<file path="config.mk">
export PLATFORM = sky130hd
export DESIGN_NAME = acs_sequencer
export DESIGN_NICKNAME = d
export VERILOG_FILES = /design/src/acs_pkg.sv /design/src/acs_sequencer.sv /design/src/acs_sync.sv /design/src/acs_seq_mem.sv
export SDC_FILE = /design/constraint.sdc
export NUM_CORES = 1
export LEC_CHECK = 0
export ABC_CLOCK_PERIOD_IN_PS = 3000
export BUFFER_PORTS_ARGS = -buffer_cell sky130_fd_sc_hd__buf_2
export CAP_MARGIN = 20
export CORE_ASPECT_RATIO = 1.1
export CORE_MARGIN = 2
export CORE_UTILIZATION = 51
export DETAILED_ROUTE_END_ITERATION = 7
export PLACE_DENSITY = 0.76
export SETUP_SLACK_MARGIN = 0.3
export SLEW_MARGIN = 25
export SYNTH_ARGS = -nofsm -noshare
export SYNTH_HDL_FRONTEND = slang
export SYNTH_SLANG_ARGS = --single-unit
</file>
<file path="constraint.sdc">
create_clock -name aclk -period 3 [get_ports aclk]
set_clock_uncertainty 0.05 [all_clocks]
set_input_delay 0.15 -clock aclk [delete_from_list [all_inputs] [get_ports aclk]]
set_output_delay 0.15 -clock aclk [all_outputs]
set_load 0.02 [all_outputs]
</file>
<file path="src/acs_pkg.sv">
`default_nettype none
package acs_pkg;
  // Sequence memory geometry
  localparam int ENTRIES = 16;
  localparam int PTR_W   = 4;
  localparam int WORD_W  = 7;
  localparam int CFG_W   = 6;
  localparam int RES_W   = 12;
  localparam int RB_HI_W = 3;
  localparam int RB_LO_W = 9;

  // Synchronised pin vector layout
  localparam int PIN_W     = 13;
  localparam int PIN_UPPER = 12;
  localparam int PIN_LOWER = 11;
  localparam int PIN_WR    = 10;
  localparam int PIN_RD    = 9;
  localparam int PIN_CONV  = 8;
  localparam int PIN_CS    = 7;
  localparam int PIN_SHUTDOWN_N  = 6;
  // Strobes idle high, modes and config low
  localparam logic [PIN_W-1:0] PIN_RST = 13'h07c0;

  // Configuration field layout: differential_select, addr[2:0], polarity, gain
  localparam int C_DIFFERENTIAL_SELECT = 5;
  localparam int C_ADDR = 2;
  localparam int C_LOW  = 1;

  // Register map, byte addresses
  localparam logic [7:0] ADDR_CTRL   = 8'h00;
  localparam logic [7:0] ADDR_STATUS = 8'h04;
  localparam logic [7:0] ADDR_RESULT = 8'h08;
  localparam logic [1:0] RESP_OKAY   = 2'h0;
  localparam logic [1:0] RESP_SLVERR = 2'h2;

  // Conversion length in clock cycles
  localparam int         CONV_W   = 8;
  localparam logic [7:0] CONV_RST = 8'h10;

  // Operating modes and converter states
  typedef enum logic [1:0] {MODE_DIRECT, MODE_SCAN, MODE_PROG, MODE_RUN} acs_mode_t;
  typedef enum logic {CONV_IDLE, CONV_BUSY} acs_conv_t;
endpackage
`default_nettype wire

</file>
<file path="src/acs_sequencer.sv">
`timescale 1ns/1ps
`default_nettype none
module acs_sequencer #(
  parameter int AXI_AW = 8
) (
  // Clock and reset
  input  wire logic              aclk,
  input  wire logic              aresetn,
  // AXI4-Lite write channels
  input  wire logic [AXI_AW-1:0] awaddr,
  input  wire logic              awvalid,
  output logic                   awready,
  input  wire logic [31:0]       wdata,
  input  wire logic [3:0]        wstrb,
  input  wire logic              wvalid,
  output logic                   wready,
  output logic      [1:0]        bresp,
  output logic                   bvalid,
  input  wire logic              bready,
  // AXI4-Lite read channels
  input  wire logic [AXI_AW-1:0] araddr,
  input  wire logic              arvalid,
  output logic                   arready,
  output logic      [31:0]       rdata,
  output logic      [1:0]        rresp,
  output logic                   rvalid,
  input  wire logic              rready,
  // Mode and strobe pins
  input  wire logic              mode_select_upper,
  input  wire logic              mode_select_lower,
  input  wire logic              wr_n,
  input  wire logic              rd_n,
  input  wire logic              convert_start_n,
  input  wire logic              cs_n,
  input  wire logic              shutdown_n,
  // Configuration pins
  input  wire logic              differential_select,
  input  wire logic [2:0]        channel_address_in,
  input  wire logic              polarity_select,
  input  wire logic              gain_select,
  // Converter core result, same clock
  input  wire logic [11:0]       adc_result,
  // Status and data pins
  output logic                   busy_n,
  output logic      [11:0]       data_out,
  output logic      [11:0]       data_oe_n,
  output logic                   differential_echo_out,
  output logic      [2:0]        address_echo_out,
  output logic                   echo_oe_n,
  // Multiplexer selection for the analog core
  output logic      [5:0]        mux_config
);
  localparam int PW = acs_pkg::PTR_W;
  localparam int CW = acs_pkg::CFG_W;

  generate
    if (AXI_AW < 4) begin : g_chk
      $error("acs_sequencer: address too narrow for register map");
    end
  endgenerate

  // Synchronised pins
  logic [acs_pkg::PIN_W-1:0] pins_s;
  acs_sync #(.W(acs_pkg::PIN_W), .RST(acs_pkg::PIN_RST)) u_sync (
    .aclk    (aclk),
    .aresetn (aresetn),
    .d       ({mode_select_upper, mode_select_lower, wr_n, rd_n, convert_start_n,
               cs_n, shutdown_n, differential_select, channel_address_in,
               polarity_select, gain_select}),
    .q       (pins_s)
  );

  // State registers
  logic [1:0]                mode_bits_r;   // Mode pins seen last cycle
  logic                      wr_prev_r;     // Strobe history for edges
  logic                      rd_prev_r;
  logic                      cv_prev_r;
  logic [PW-1:0]             ptr_r;         // Entry pointer
  logic [PW-1:0]             last_r;        // Index of final entry
  logic [2:0]                scan_r;        // Scan address counter
  logic [CW-1:0]             cfg_hold_r;    // Pins held after write rise
  logic                      rb_active_r;   // Readback word on the pins
  logic [acs_pkg::WORD_W-1:0] rb_word_r;    // Word being read back
  acs_pkg::acs_conv_t        conv_st_r;     // Converter state
  logic [acs_pkg::CONV_W-1:0] conv_cnt_r;   // Cycles left in conversion
  logic [acs_pkg::CONV_W-1:0] conv_cycles_r; // Software conversion length
  logic [CW-1:0]             conv_sel_r;    // Selection being converted
  logic [acs_pkg::RES_W-1:0] result_r;      // Last result
  logic [3:0]                echo_r;        // Selection of last result

  // Decoded pins
  wire [1:0]    mode_s   = {pins_s[acs_pkg::PIN_UPPER], pins_s[acs_pkg::PIN_LOWER]};
  wire          wr_s     = pins_s[acs_pkg::PIN_WR];
  wire          rd_s     = pins_s[acs_pkg::PIN_RD];
  wire          cv_s     = pins_s[acs_pkg::PIN_CONV];
  wire          cs_s     = pins_s[acs_pkg::PIN_CS];
  wire          shutdown_n_s   = pins_s[acs_pkg::PIN_SHUTDOWN_N];
  wire [CW-1:0] cfg_pins = pins_s[CW-1:0];

  // Mode decode from the held mode pins
  acs_pkg::acs_mode_t mode;
  assign mode = mode_bits_r[1] ?
                (mode_bits_r[0] ? acs_pkg::MODE_RUN  : acs_pkg::MODE_PROG) :
                (mode_bits_r[0] ? acs_pkg::MODE_SCAN : acs_pkg::MODE_DIRECT);
  wire in_prog = (mode == acs_pkg::MODE_PROG);
  wire in_run  = (mode == acs_pkg::MODE_RUN);
  wire in_scan = (mode == acs_pkg::MODE_SCAN);

  // Edge and event detection
  wire mode_chg  = (mode_s != mode_bits_r);
  wire lower_chg = (mode_s[0] != mode_bits_r[0]);
  wire wr_rise   = wr_s & ~wr_prev_r;
  wire rd_fall   = ~rd_s & rd_prev_r;
  wire rd_rise   = rd_s & ~rd_prev_r;
  wire cv_fall   = ~cv_s & cv_prev_r;
  wire wr_ev     = in_prog & wr_rise & rd_s & ~mode_chg;
  wire rb_fall   = in_prog & rd_fall & wr_s & ~mode_chg;
  wire rb_rise   = in_prog & rd_rise & rb_active_r & ~mode_chg;
  wire conv_idle = (conv_st_r == acs_pkg::CONV_IDLE);
  // Start needs select, no shutdown, idle core, not programming
  wire conv_start = cv_fall & ~cs_s & shutdown_n_s & ~in_prog & conv_idle & ~mode_chg;
  wire conv_done  = ~conv_idle & (conv_cnt_r <= acs_pkg::CONV_W'(1));
  wire run_adv    = conv_done & in_run & ~mode_chg;
  wire eos_hit    = (ptr_r == last_r);

  // Pointer: mode change wins over every advance
  wire [PW-1:0] ptr_inc = PW'(ptr_r + 1'h1);
  wire [PW-1:0] ptr_nxt = mode_chg           ? '0 :
                          (wr_ev | rb_rise)  ? ptr_inc :
                          run_adv            ? (eos_hit ? '0 : ptr_inc) :
                          ptr_r;
  wire [PW-1:0] last_nxt = wr_ev ? ptr_r : last_r;

  // Configuration pins transparent while write is low
  wire [CW-1:0] live_cfg = wr_s ? cfg_hold_r : cfg_pins;
  wire [CW-1:0] scan_sel = {live_cfg[acs_pkg::C_DIFFERENTIAL_SELECT], scan_r, live_cfg[acs_pkg::C_LOW:0]};

  // Sequence memory, read address follows the next pointer
  logic [acs_pkg::WORD_W-1:0] mem_rdata;
  acs_seq_mem #(.DEPTH(acs_pkg::ENTRIES), .W(acs_pkg::WORD_W)) u_mem (
    .aclk  (aclk),
    .we    (wr_ev),
    .waddr (ptr_r),
    .wdata ({cfg_hold_r, 1'h1}),
    .raddr (ptr_nxt),
    .rdata (mem_rdata)
  );
  wire [CW-1:0] mem_cfg = mem_rdata[acs_pkg::WORD_W-1:1];

  // Selection taken at convert start, per mode
  wire [CW-1:0] start_sel = in_run  ? mem_cfg :
                            in_scan ? scan_sel : live_cfg;
  wire [2:0] scan_step = conv_sel_r[acs_pkg::C_DIFFERENTIAL_SELECT] ? 3'h2 : 3'h1;
  wire [2:0] scan_nxt  = lower_chg ? 3'h0 :
                         (conv_done & in_scan) ? 3'(scan_r + scan_step) : scan_r;

  // Readback tracking
  wire rb_nxt = mode_chg ? 1'h0 : rb_fall ? 1'h1 : rb_rise ? 1'h0 : rb_active_r;
  wire [acs_pkg::WORD_W-1:0] rb_word_nxt = rb_fall ? {mem_cfg, eos_hit} : rb_word_r;

  // Converter state machine
  acs_pkg::acs_conv_t          conv_st_nxt;
  logic [acs_pkg::CONV_W-1:0]  conv_cnt_nxt;
  always_comb begin
    conv_st_nxt  = conv_st_r;
    conv_cnt_nxt = conv_cnt_r;
    unique case (conv_st_r)
      acs_pkg::CONV_IDLE: begin
        if (conv_start) begin
          conv_st_nxt  = acs_pkg::CONV_BUSY;
          conv_cnt_nxt = conv_cycles_r;
        end
      end
      acs_pkg::CONV_BUSY: begin
        if (conv_done) begin
          conv_st_nxt = acs_pkg::CONV_IDLE;
        end else begin
          conv_cnt_nxt = conv_cnt_r - 1'h1;
        end
      end
    endcase
  end

  // Pin outputs: readback word or conversion result
  wire norm_oe = ~cs_s & ~rd_s & ~in_prog;
  wire [11:0] data_nxt = rb_active_r ? {rb_word_r[2:0], 9'h000} : result_r;
  wire [11:0] oe_nxt   = rb_active_r ? {3'h0, 9'h1ff} :
                         norm_oe     ? 12'h000 : 12'hfff;
  wire [3:0]  echo_out_nxt = rb_active_r ? rb_word_r[6:3] : echo_r;
  wire        busy_n_nxt   = ~in_prog & conv_idle;

  // Sequencer and converter registers
  always_ff @(posedge aclk) begin
    if (!aresetn) begin
      mode_bits_r <= 2'h0;
      wr_prev_r   <= 1'h1;
      rd_prev_r   <= 1'h1;
      cv_prev_r   <= 1'h1;
      ptr_r       <= '0;
      last_r      <= '0;
      scan_r      <= 3'h0;
      cfg_hold_r  <= '0;
      rb_active_r <= 1'h0;
      rb_word_r   <= '0;
      conv_st_r   <= acs_pkg::CONV_IDLE;
      conv_cnt_r  <= '0;
      conv_sel_r  <= '0;
      result_r    <= '0;
      echo_r      <= 4'h0;
    end else begin
      mode_bits_r <= mode_s;
      wr_prev_r   <= wr_s;
      rd_prev_r   <= rd_s;
      cv_prev_r   <= cv_s;
      ptr_r       <= ptr_nxt;
      last_r      <= last_nxt;
      scan_r      <= scan_nxt;
      cfg_hold_r  <= live_cfg;
      rb_active_r <= rb_nxt;
      rb_word_r   <= rb_word_nxt;
      conv_st_r   <= conv_st_nxt;
      conv_cnt_r  <= conv_cnt_nxt;
      conv_sel_r  <= conv_start ? start_sel : conv_sel_r;
      result_r    <= conv_done ? adc_result : result_r;
      echo_r      <= conv_done ? conv_sel_r[CW-1:acs_pkg::C_LOW+1] : echo_r;
    end
  end

  // Registered pin outputs
  always_ff @(posedge aclk) begin
    if (!aresetn) begin
      busy_n     <= 1'h1;
      data_out   <= 12'h000;
      data_oe_n  <= 12'hfff;
      {differential_echo_out, address_echo_out} <= 4'h0;
      echo_oe_n  <= 1'h1;
      mux_config <= '0;
    end else begin
      busy_n     <= busy_n_nxt;
      data_out   <= data_nxt;
      data_oe_n  <= oe_nxt;
      {differential_echo_out, address_echo_out} <= echo_out_nxt;
      echo_oe_n  <= ~(rb_active_r | norm_oe);
      mux_config <= conv_sel_r;
    end
  end

  // AXI4-Lite write path: address and data taken in either order
  logic                 aw_have_r;
  logic                 w_have_r;
  logic [AXI_AW-1:0]    aw_addr_r;
  logic [31:0]          w_data_r;
  logic                 w_strb0_r;
  wire aw_hs  = awvalid & awready;
  wire w_hs   = wvalid & wready;
  wire commit = aw_have_r & w_have_r & ~bvalid;
  wire aw_nxt = aw_hs | (aw_have_r & ~commit);
  wire w_nxt  = w_hs | (w_have_r & ~commit);
  wire bv_nxt = commit | (bvalid & ~bready);
  wire wa_ctrl = (aw_addr_r == AXI_AW'(acs_pkg::ADDR_CTRL));
  wire wa_ok   = wa_ctrl | (aw_addr_r == AXI_AW'(acs_pkg::ADDR_STATUS)) |
                 (aw_addr_r == AXI_AW'(acs_pkg::ADDR_RESULT));

  // AXI4-Lite read path: answer one cycle after the address
  wire ar_hs  = arvalid & arready;
  wire rv_nxt = ar_hs | (rvalid & ~rready);
  wire ra_ctrl   = (araddr == AXI_AW'(acs_pkg::ADDR_CTRL));
  wire ra_status = (araddr == AXI_AW'(acs_pkg::ADDR_STATUS));
  wire ra_result = (araddr == AXI_AW'(acs_pkg::ADDR_RESULT));
  // Status: converting, busy, mode pins, final index, pointer
  wire [31:0] status_word = {20'h0_0000, ~conv_idle, ~busy_n, mode_bits_r, last_r, ptr_r};
  wire [31:0] rd_word = ra_ctrl   ? {24'h00_0000, conv_cycles_r} :
                        ra_status ? status_word :
                        ra_result ? {16'h0000, echo_r, result_r} : 32'h0000_0000;
  wire [1:0]  rd_resp = (ra_ctrl | ra_status | ra_result) ?
                        acs_pkg::RESP_OKAY : acs_pkg::RESP_SLVERR;

  // Bus slave registers
  always_ff @(posedge aclk) begin
    if (!aresetn) begin
      aw_have_r     <= 1'h0;
      w_have_r      <= 1'h0;
      aw_addr_r     <= '0;
      w_data_r      <= 32'h0000_0000;
      w_strb0_r     <= 1'h0;
      awready       <= 1'h0;
      wready        <= 1'h0;
      bvalid        <= 1'h0;
      bresp         <= acs_pkg::RESP_OKAY;
      arready       <= 1'h0;
      rvalid        <= 1'h0;
      rdata         <= 32'h0000_0000;
      rresp         <= acs_pkg::RESP_OKAY;
      conv_cycles_r <= acs_pkg::CONV_RST;
    end else begin
      aw_have_r <= aw_nxt;
      w_have_r  <= w_nxt;
      aw_addr_r <= aw_hs ? awaddr : aw_addr_r;
      w_data_r  <= w_hs ? wdata : w_data_r;
      w_strb0_r <= w_hs ? wstrb[0] : w_strb0_r;
      awready   <= ~aw_nxt & ~bv_nxt;
      wready    <= ~w_nxt & ~bv_nxt;
      bvalid    <= bv_nxt;
      bresp     <= commit ? (wa_ok ? acs_pkg::RESP_OKAY : acs_pkg::RESP_SLVERR) : bresp;
      arready   <= ~rv_nxt;
      rvalid    <= rv_nxt;
      rdata     <= ar_hs ? rd_word : rdata;
      rresp     <= ar_hs ? rd_resp : rresp;
      if (commit & wa_ctrl & w_strb0_r) begin
        conv_cycles_r <= w_data_r[acs_pkg::CONV_W-1:0];
      end
    end
  end
endmodule // acs_sequencer
`default_nettype wire

</file>
<file path="src/acs_sync.sv">
`timescale 1ns/1ps
`default_nettype none
module acs_sync #(
  parameter int             W   = 1,
  parameter logic [W-1:0]   RST = '0
) (
  // Clock and reset
  input  wire logic         aclk,
  input  wire logic         aresetn,
  // Raw and synchronised levels
  input  wire logic [W-1:0] d,
  output logic      [W-1:0] q
);
  logic [W-1:0] s1_r;  // First stage, read only by second

  generate
    if (W < 1) begin : g_chk
      $error("acs_sync: width must be positive");
    end
  endgenerate

  // Two-stage level synchroniser
  always_ff @(posedge aclk) begin
    if (!aresetn) begin
      s1_r <= RST;
      q    <= RST;
    end else begin
      s1_r <= d;
      q    <= s1_r;
    end
  end
endmodule // acs_sync
`default_nettype wire

</file>
<file path="src/acs_seq_mem.sv">
`timescale 1ns/1ps
`default_nettype none
module acs_seq_mem #(
  parameter int DEPTH = 16,
  parameter int W     = 7,
  parameter int AW    = $clog2(DEPTH)
) (
  // Clock
  input  wire logic          aclk,
  // Write port
  input  wire logic          we,
  input  wire logic [AW-1:0] waddr,
  input  wire logic [W-1:0]  wdata,
  // Registered read port
  input  wire logic [AW-1:0] raddr,
  output logic      [W-1:0]  rdata
);
  logic [W-1:0] mem [DEPTH];  // Entry storage, no reset: keeps sequence

  generate
    if (DEPTH != (1 << AW) || W < 1) begin : g_chk
      $error("acs_seq_mem: depth must be a power of two");
    end
  endgenerate

  // Write, and read into a register
  always_ff @(posedge aclk) begin
    if (we) begin
      mem[waddr] <= wdata;
    end
    rdata <= mem[raddr];
  end
endmodule // acs_seq_mem
`default_nettype wire

</file>
==> results of run 1 <==
==> placed cells by master (no fill, tap or decap), drive strengths merged, types with 18 or more instances in the layout <==
master,instances
a21oi,40
edfxtp,96
nor2b,44
and2,43
mux2i,63
buf,174
nor3,19
nand2,142
a21boi,42
dlygate4sd3,46
conb,18
clkbuf,30
dfxtp,168
nor2,44
==> cells in the mapped netlist, drive strengths merged (3+ instances only) <==
library cell,instances
dfxtp,168
nand2,142
edfxtp,96
mux2i,63
nor2,44
nor2b,44
and2,43
a21boi,42
buf,41
a21oi,40
clkbuf,38
nor3,19
nand2b,17
o21ai,17
a22oi,15
a221oi,12
a32o,12
inv,10
nand3,8
nor3b,8
ha,7
nor4,6
o31ai,6
xor2,6
o221a,5
a211oi,4
a41oi,4
and3,3
or4,3
==> critical path, cell delays in order (launching register included) <==
cell	delay, ns
dfxtp_2	0.32
or4_4	0.53
or4_4	0.49
buf_12	0.16
o21a_4	0.24
o211ai_2	0.15
buf_6	0.17
mux2i_2	0.28
mux2i_1	0.11
a32o_1	0.21
a41o_1	0.19
==> kinds of logic (layout without fill, tap and decap cells) <==
logic type / count (synthesis) / count (layout)
AO/OA/AOI/OAI: 170 / 170
XOR/XNOR: 7 / 7
adder cells (fa/ha/maj): 8 / 8
buffers and inverters: 89 / 278
flip-flops: 264 / 264
multiplexers: 63 / 63
other: 1 / 19
AND/OR/NAND/NOR: 346 / 346
==> registers in the layout, summed over array words and instances (netlist names), 2 cells and up <==
signal	count
u_mem.rdata	6
cfg_hold_r	6
rdata	16
data_oe_n	2
scan_r	3
last_r	4
mode_bits_r	2
u_mem.mem	96
u_sync.s1_r	13
conv_cycles_r	8
rb_word_r	7
conv_sel_r	6
aw_addr_r	8
address_echo_out	3
data_out	12
echo_r	4
mux_config	6
conv_cnt_r	8
u_sync.q	13
w_data_r	8
ptr_r	4
result_r	12
==> final timing paths <==
kind / endpoint / slack (ns) / startpoint / depth (start not counted)
worst max register to register: u_mem.rdata[4]$_DFF_P_ / -0.01 / conv_cnt_r[5]$_SDFFE_PN0P_ / 10
worst min register to register: u_sync.q[8]$_SDFF_PN1_ / 0.36 / u_sync.s1_r[8]$_SDFF_PN1_ / 1
worst min-delay path: u_sync.s1_r[9]$_SDFF_PN1_ / 0.007 / aresetn / 2
worst max-delay path: u_mem.rdata[4]$_DFF_P_ / -0.01 / conv_cnt_r[5]$_SDFFE_PN0P_ / 10
==> power by group <==
| part | switching [µW] | total (µW) | internal [µW] |
|---|---|---|---|
| clock network | 1360 | 3580 | 2220 |
| registers | 31.8 | 3770 | 3740 |
| logic | 167 | 310 | 143 |
| total | 1560 | 7660 | 6100 |
==> per-stage QoR <==
step                instance area (µm²)  TNS (ns)  setup WS, ns
finish                            13100   -0.0128       -0.0128
global route                      13100    -0.127       -0.0357
CTS                               13000         0        0.0114
detailed placement                11500    -0.170       -0.0603
global placement                  11500         0        0.0332
floorplan                         10600         0         0.137
==> routing by layer <==
layer | part of all wire (%) | wire length [µm]
met5 | 0 | 0
met2 | 49 | 12100
met1 | 40 | 9810
met3 | 6.5 | 1600
met4 | 4.2 | 1030
==> area by class of cell <==
class	instances	area (µm²)
timing repair buffer	220	1540
fill	1530	7290
clock buffer	30	707
multi-input combinational	612	3960
clock inverter	18	265
tap	256	320
sequential	264	6250
antenna	1	2.50
inverter	10	37.5
==> timing repair <==
action,4_1_cts,5_1_grt
hold buffers,46,0
pin swaps,3,1
setup buffers,1,1
endpoints found under the setup margin,6,35
resized for setup,18,11
endpoints found under the hold margin,48,0
cloned,0,0
==> impl_metrics.yaml, run 1 <==
floorplan:
  die-area_um2: 21800
  row_count: 55
  io_pins: 161
  die_width_um: 141
  start_util_pct: 51.6
  die_y_um: 155
  core_um2: 20400
route:
  wirelength_um: 24500
  drtAntennaViolNets: 0
  num_vias: 7638
  avgRoutedWirePerCell_um: 17.4
  drt_drc_violations_left: 0
  avgViaCountPerCell: 5.41
  drt_iter0_drc: 488
  firstDrtPassIters: 5
critical_path:
  required_ns: 3.38
  startpoint_type: "flip-flop"
  worstPathMaxFanout: 6
  path_class: "flip-flop to flip-flop"
  cp.arrival_ns: 3.39
  endpoint_kind: "flip-flop"
synth:
  synth_compound_area_share_pct: 12.0
  yosysUniqueCellTypes: 59
  yosysWarningCount: 0
  synth-edff-count: 96
  ys_ff_latch: 264
  synth.top_cells.by_area: "dfxtp_1, edfxtp_1, mux2i_1"
  synth_top_family_by_area: "simple AND/OR/NAND/NOR gates"
  synth_top_area_share_pct: 32.0
  synth_area_leader_cell: "dfxtp_1"
  synthXorXnorAreaFrac_pct: 0.584
  yosys.area_share.simple_pct: 16.3
  syn_area_per_cell_um2: 11.1
  ys.flop_type: "dfxtp_1"
  yosysSeqAreaShare_pct: 59.5
  synth_mux_area_share_pct: 6.00
  synthCells: 948
  yosys.area_share.adder_pct: 1.02
  syn-cell-area_um2: 10500
  synth-async-reset-ratio_pct: 0
placement:
  placed_cells: 1314
  dp_hpwl_um: 15900
  gp_congestion: 0.842
  portBuffers: 115
run:
  max_cap_violations: 0
timing:
  slew_headroom_pct: 45.2
  drv_slew: 0
  rsz0062_at_grt: "yes"
  hold_viol: 0
  worst_pin_slew_ns: 0.815
  setup_violations: 1
  clock.fmax_mhz: 332
  period_minus_slack_ns: 3.01
  fin_ws_ns: -0.0128
  worst_hold_slack_ns: 0.00653
  period_share_pct: 100
grt:
  grt.total_usage_pct: 22.4
  grt-busiest-layer: "met2"
  grt_use_met3_pct: 3.81
  antenna_found_initial: 1
  grt_first_pass_wirelength_um: 39000
  grt_use_met1_pct: 27.6
  grt_pass1_vias: 7588
  grt_overflow: 0
  grtUsageMet2_pct: 38.8
  grt_max_degree: 69
power:
  cellLeakagePower_uw: 0.00517
  vdd_drop_max_mv: 0.387
  p_per_area_nw_per_um2: 586
  power_uw: 7660
finish:
  final_util_pct: 64.2
  drive_gt1_share_pct: 23.4
  nNetsFinal: 1226
  area_growth_pct: 24.5
  final_cell_count_no_fill: 1411
clock_tree:
  clk_path_buf_depth: 3
  insertion_delay_ns: 0.53
  cts_tree: "yes"
  cts_buffers: 26
  clk_pin_slew_ns: 0.07
  clock-sinks: 264
  htree_levels: 1
  root_buffer: "clkbuf_16"
status:
  status: "finished with violations"
  violations: "negative setup slack"
hold_path:
  hp-class: "input port to flip-flop"
(Power assumes the default switching activity.)
==> inputs of run 2 (changes only) <==
Settings changed: MAX_ROUTING_LAYER from default to met4.
==> run 2 against run 1 <==
Compared with the run above:
- the flow still finishes with violations (negative setup slack)
- first-iteration DRC count decreased by 8.4%
- combinational power hardly changed
- setup slack improved by 0.0023 ns
- final cell count unchanged
- total power is essentially flat
- design area stayed put
- critical path depth is the same
- via count decreased by 0.67%
- register-to-register slack about the same
- worst hold slack is essentially flat
- critical path type unchanged
==> impl_metrics.yaml, run 2 (synthesized netlist as in run 1, its figures left out) <==
finish:
  stdcell_area_um2: 13100
  nNetsFinal: 1226
  drive_gt1_share_pct: 23.4
  layout_commonest_cell: "dfxtp_1"
  final_cell_mix: "dfxtp_1, nand2_1, buf_2"
  regMostFlops: "u_mem.mem"
  fill_cells: 1530
  ff_latch_area_um2: 6250
  area_growth_pct: 24.5
  largest_registers: "u_mem.mem: 96 flops, rdata: 16 flops"
  multi_input_area_um2: 3960
  largest_reg_flops: 96
grt:
  grt_overflow: 0
  grt_first_pass_wirelength_um: 39000
  antenna_found_initial: 1
  grt.total_usage_pct: 23.1
  grt_pass1_vias: 7591
  grt_max_degree: 69
clock_tree:
  clock-sinks: 264
  clk_path_buf_depth: 3
  insertion_delay_ns: 0.53
  root_buffer: "clkbuf_16"
  htree_levels: 1
  cts_buffers: 26
  cts_tree: "yes"
  clk_pin_slew_ns: 0.07
power:
  internal-power_uw: 6100
  power_uw: 7670
  pwr-share-clk_pct: 46.8
  power_frac_seq_pct: 49.2
  p_comb_share_pct: 4.0
  netSwitchingPower_uw: 1570
  p_per_area_nw_per_um2: 586
  cellLeakagePower_uw: 0.00517
  swShare_pct: 20.5
  vdd_drop_max_mv: 0.387
critical_path:
  reg2regPathDepth: 10
  r2r_slack_ns: -0.01
  endpoint_kind: "flip-flop"
  path_class: "flip-flop to flip-flop"
  worstPathMaxFanout: 6
  startpoint_type: "flip-flop"
  required_ns: 3.38
  cp.arrival_ns: 3.39
route:
  avgViaCountPerCell: 5.38
  drt_iter0_drc: 447
  drt_drc_violations_left: 0
  num_vias: 7587
  firstDrtPassIters: 5
  drtAntennaViolNets: 0
  avgRoutedWirePerCell_um: 17.5
  wirelength_um: 24600
floorplan:
  start_util_pct: 51.6
  core_um2: 20400
  die_width_um: 141
  row_count: 55
  die-area_um2: 21800
  die_y_um: 155
  io_pins: 161
timing:
  hold_viol: 0
  period_share_pct: 100
  setup_violations: 1
  drv_slew: 0
  period_minus_slack_ns: 3.01
  worst_pin_slew_ns: 0.799
  rsz0062_at_grt: "yes"
  clock.fmax_mhz: 332
  fin_ws_ns: -0.0105
  slew_headroom_pct: 46.3
hold_path:
  worstHoldPathCells: 2
  hp-class: "input port to flip-flop"
status:
  status: "finished with violations"
  violations: "negative setup slack"
placement:
  place_area_um2: 11500
  gp_congestion: 0.856
  portBuffers: 115
  dp_hpwl_um: 15900
  place_ws_ns: -0.0603
run:
  max_cap_violations: 0
run 2: per-stage QoR:
stage	TNS, ns	hold WS [ns]	std cells	utilization (%)
6_report	-0.0105	0.00647	1411	64.2
5_1_grt	-0.126	0.0560	1411	64.2
4_1_cts	0	0.000808	1409	64.0
3_5_place_dp	-0.170	0.292	1314	56.5
3_3_place_gp	0	0.294	1314	56.5
2_1_floorplan	0	0.201	965	-
run 2: worst paths after layout:
| kind | startpoint | to |
|---|---|---|
| worst max-delay path | conv_cnt_r[5]$_SDFFE_PN0P_ | u_mem.rdata[4]$_DFF_P_ |
| worst min-delay path | aresetn | u_sync.s1_r[9]$_SDFF_PN1_ |
| worst max register to register | conv_cnt_r[5]$_SDFFE_PN0P_ | u_mem.rdata[4]$_DFF_P_ |
| worst min register to register | u_sync.s1_r[8]$_SDFF_PN1_ | u_sync.q[8]$_SDFF_PN1_ |
run 2: per-layer routing:
metal	wire length, µm	vias to the layer above	track usage, %	part of all wire [%]
met5	0	-	-	0
met4	951	0	9.86	3.9
met3	1380	64	3.59	5.6
met2	12100	268	38.7	49
met1	10200	3592	27.9	41
li1	-	3663	-	-
run 2: critical path, stage by stage (launching register included):
cell,delay [ns]
dfxtp_2,0.32
or4_4,0.53
or4_4,0.49
buf_12,0.16
o21a_4,0.24
o211ai_2,0.15
buf_6,0.17
mux2i_2,0.28
mux2i_1,0.11
a32o_1,0.21
a41o_1,0.19
run 2: area by class of cell:
cell class                 count  share of cell area [%]
sequential                   264                    47.8
multi-input combinational    612                    30.3
timing repair buffer         220                    11.8
clock buffer                  30                    5.40
tap                          256                    2.45
clock inverter                18                    2.03
inverter                      10                   0.287
antenna                        1                  0.0191
run 2: power by group through the flow:
stage,clock (µW),sequential (µW),combinational [µW]
3_3_place_gp,0,3850,254
3_5_place_dp,0,3850,257
6_report,3590,3770,310
2_1_floorplan,0,3860,167
4_1_cts,3640,3770,304
5_1_grt,3790,3770,339
run 2: what timing repair did:
item,CTS,global route
setup buffers,1,1
cloned,0,0
gates resized for setup,18,11
setup endpoints to repair,6,35
hold endpoints to repair,48,0
hold buffers,46,0
pin swaps,3,1
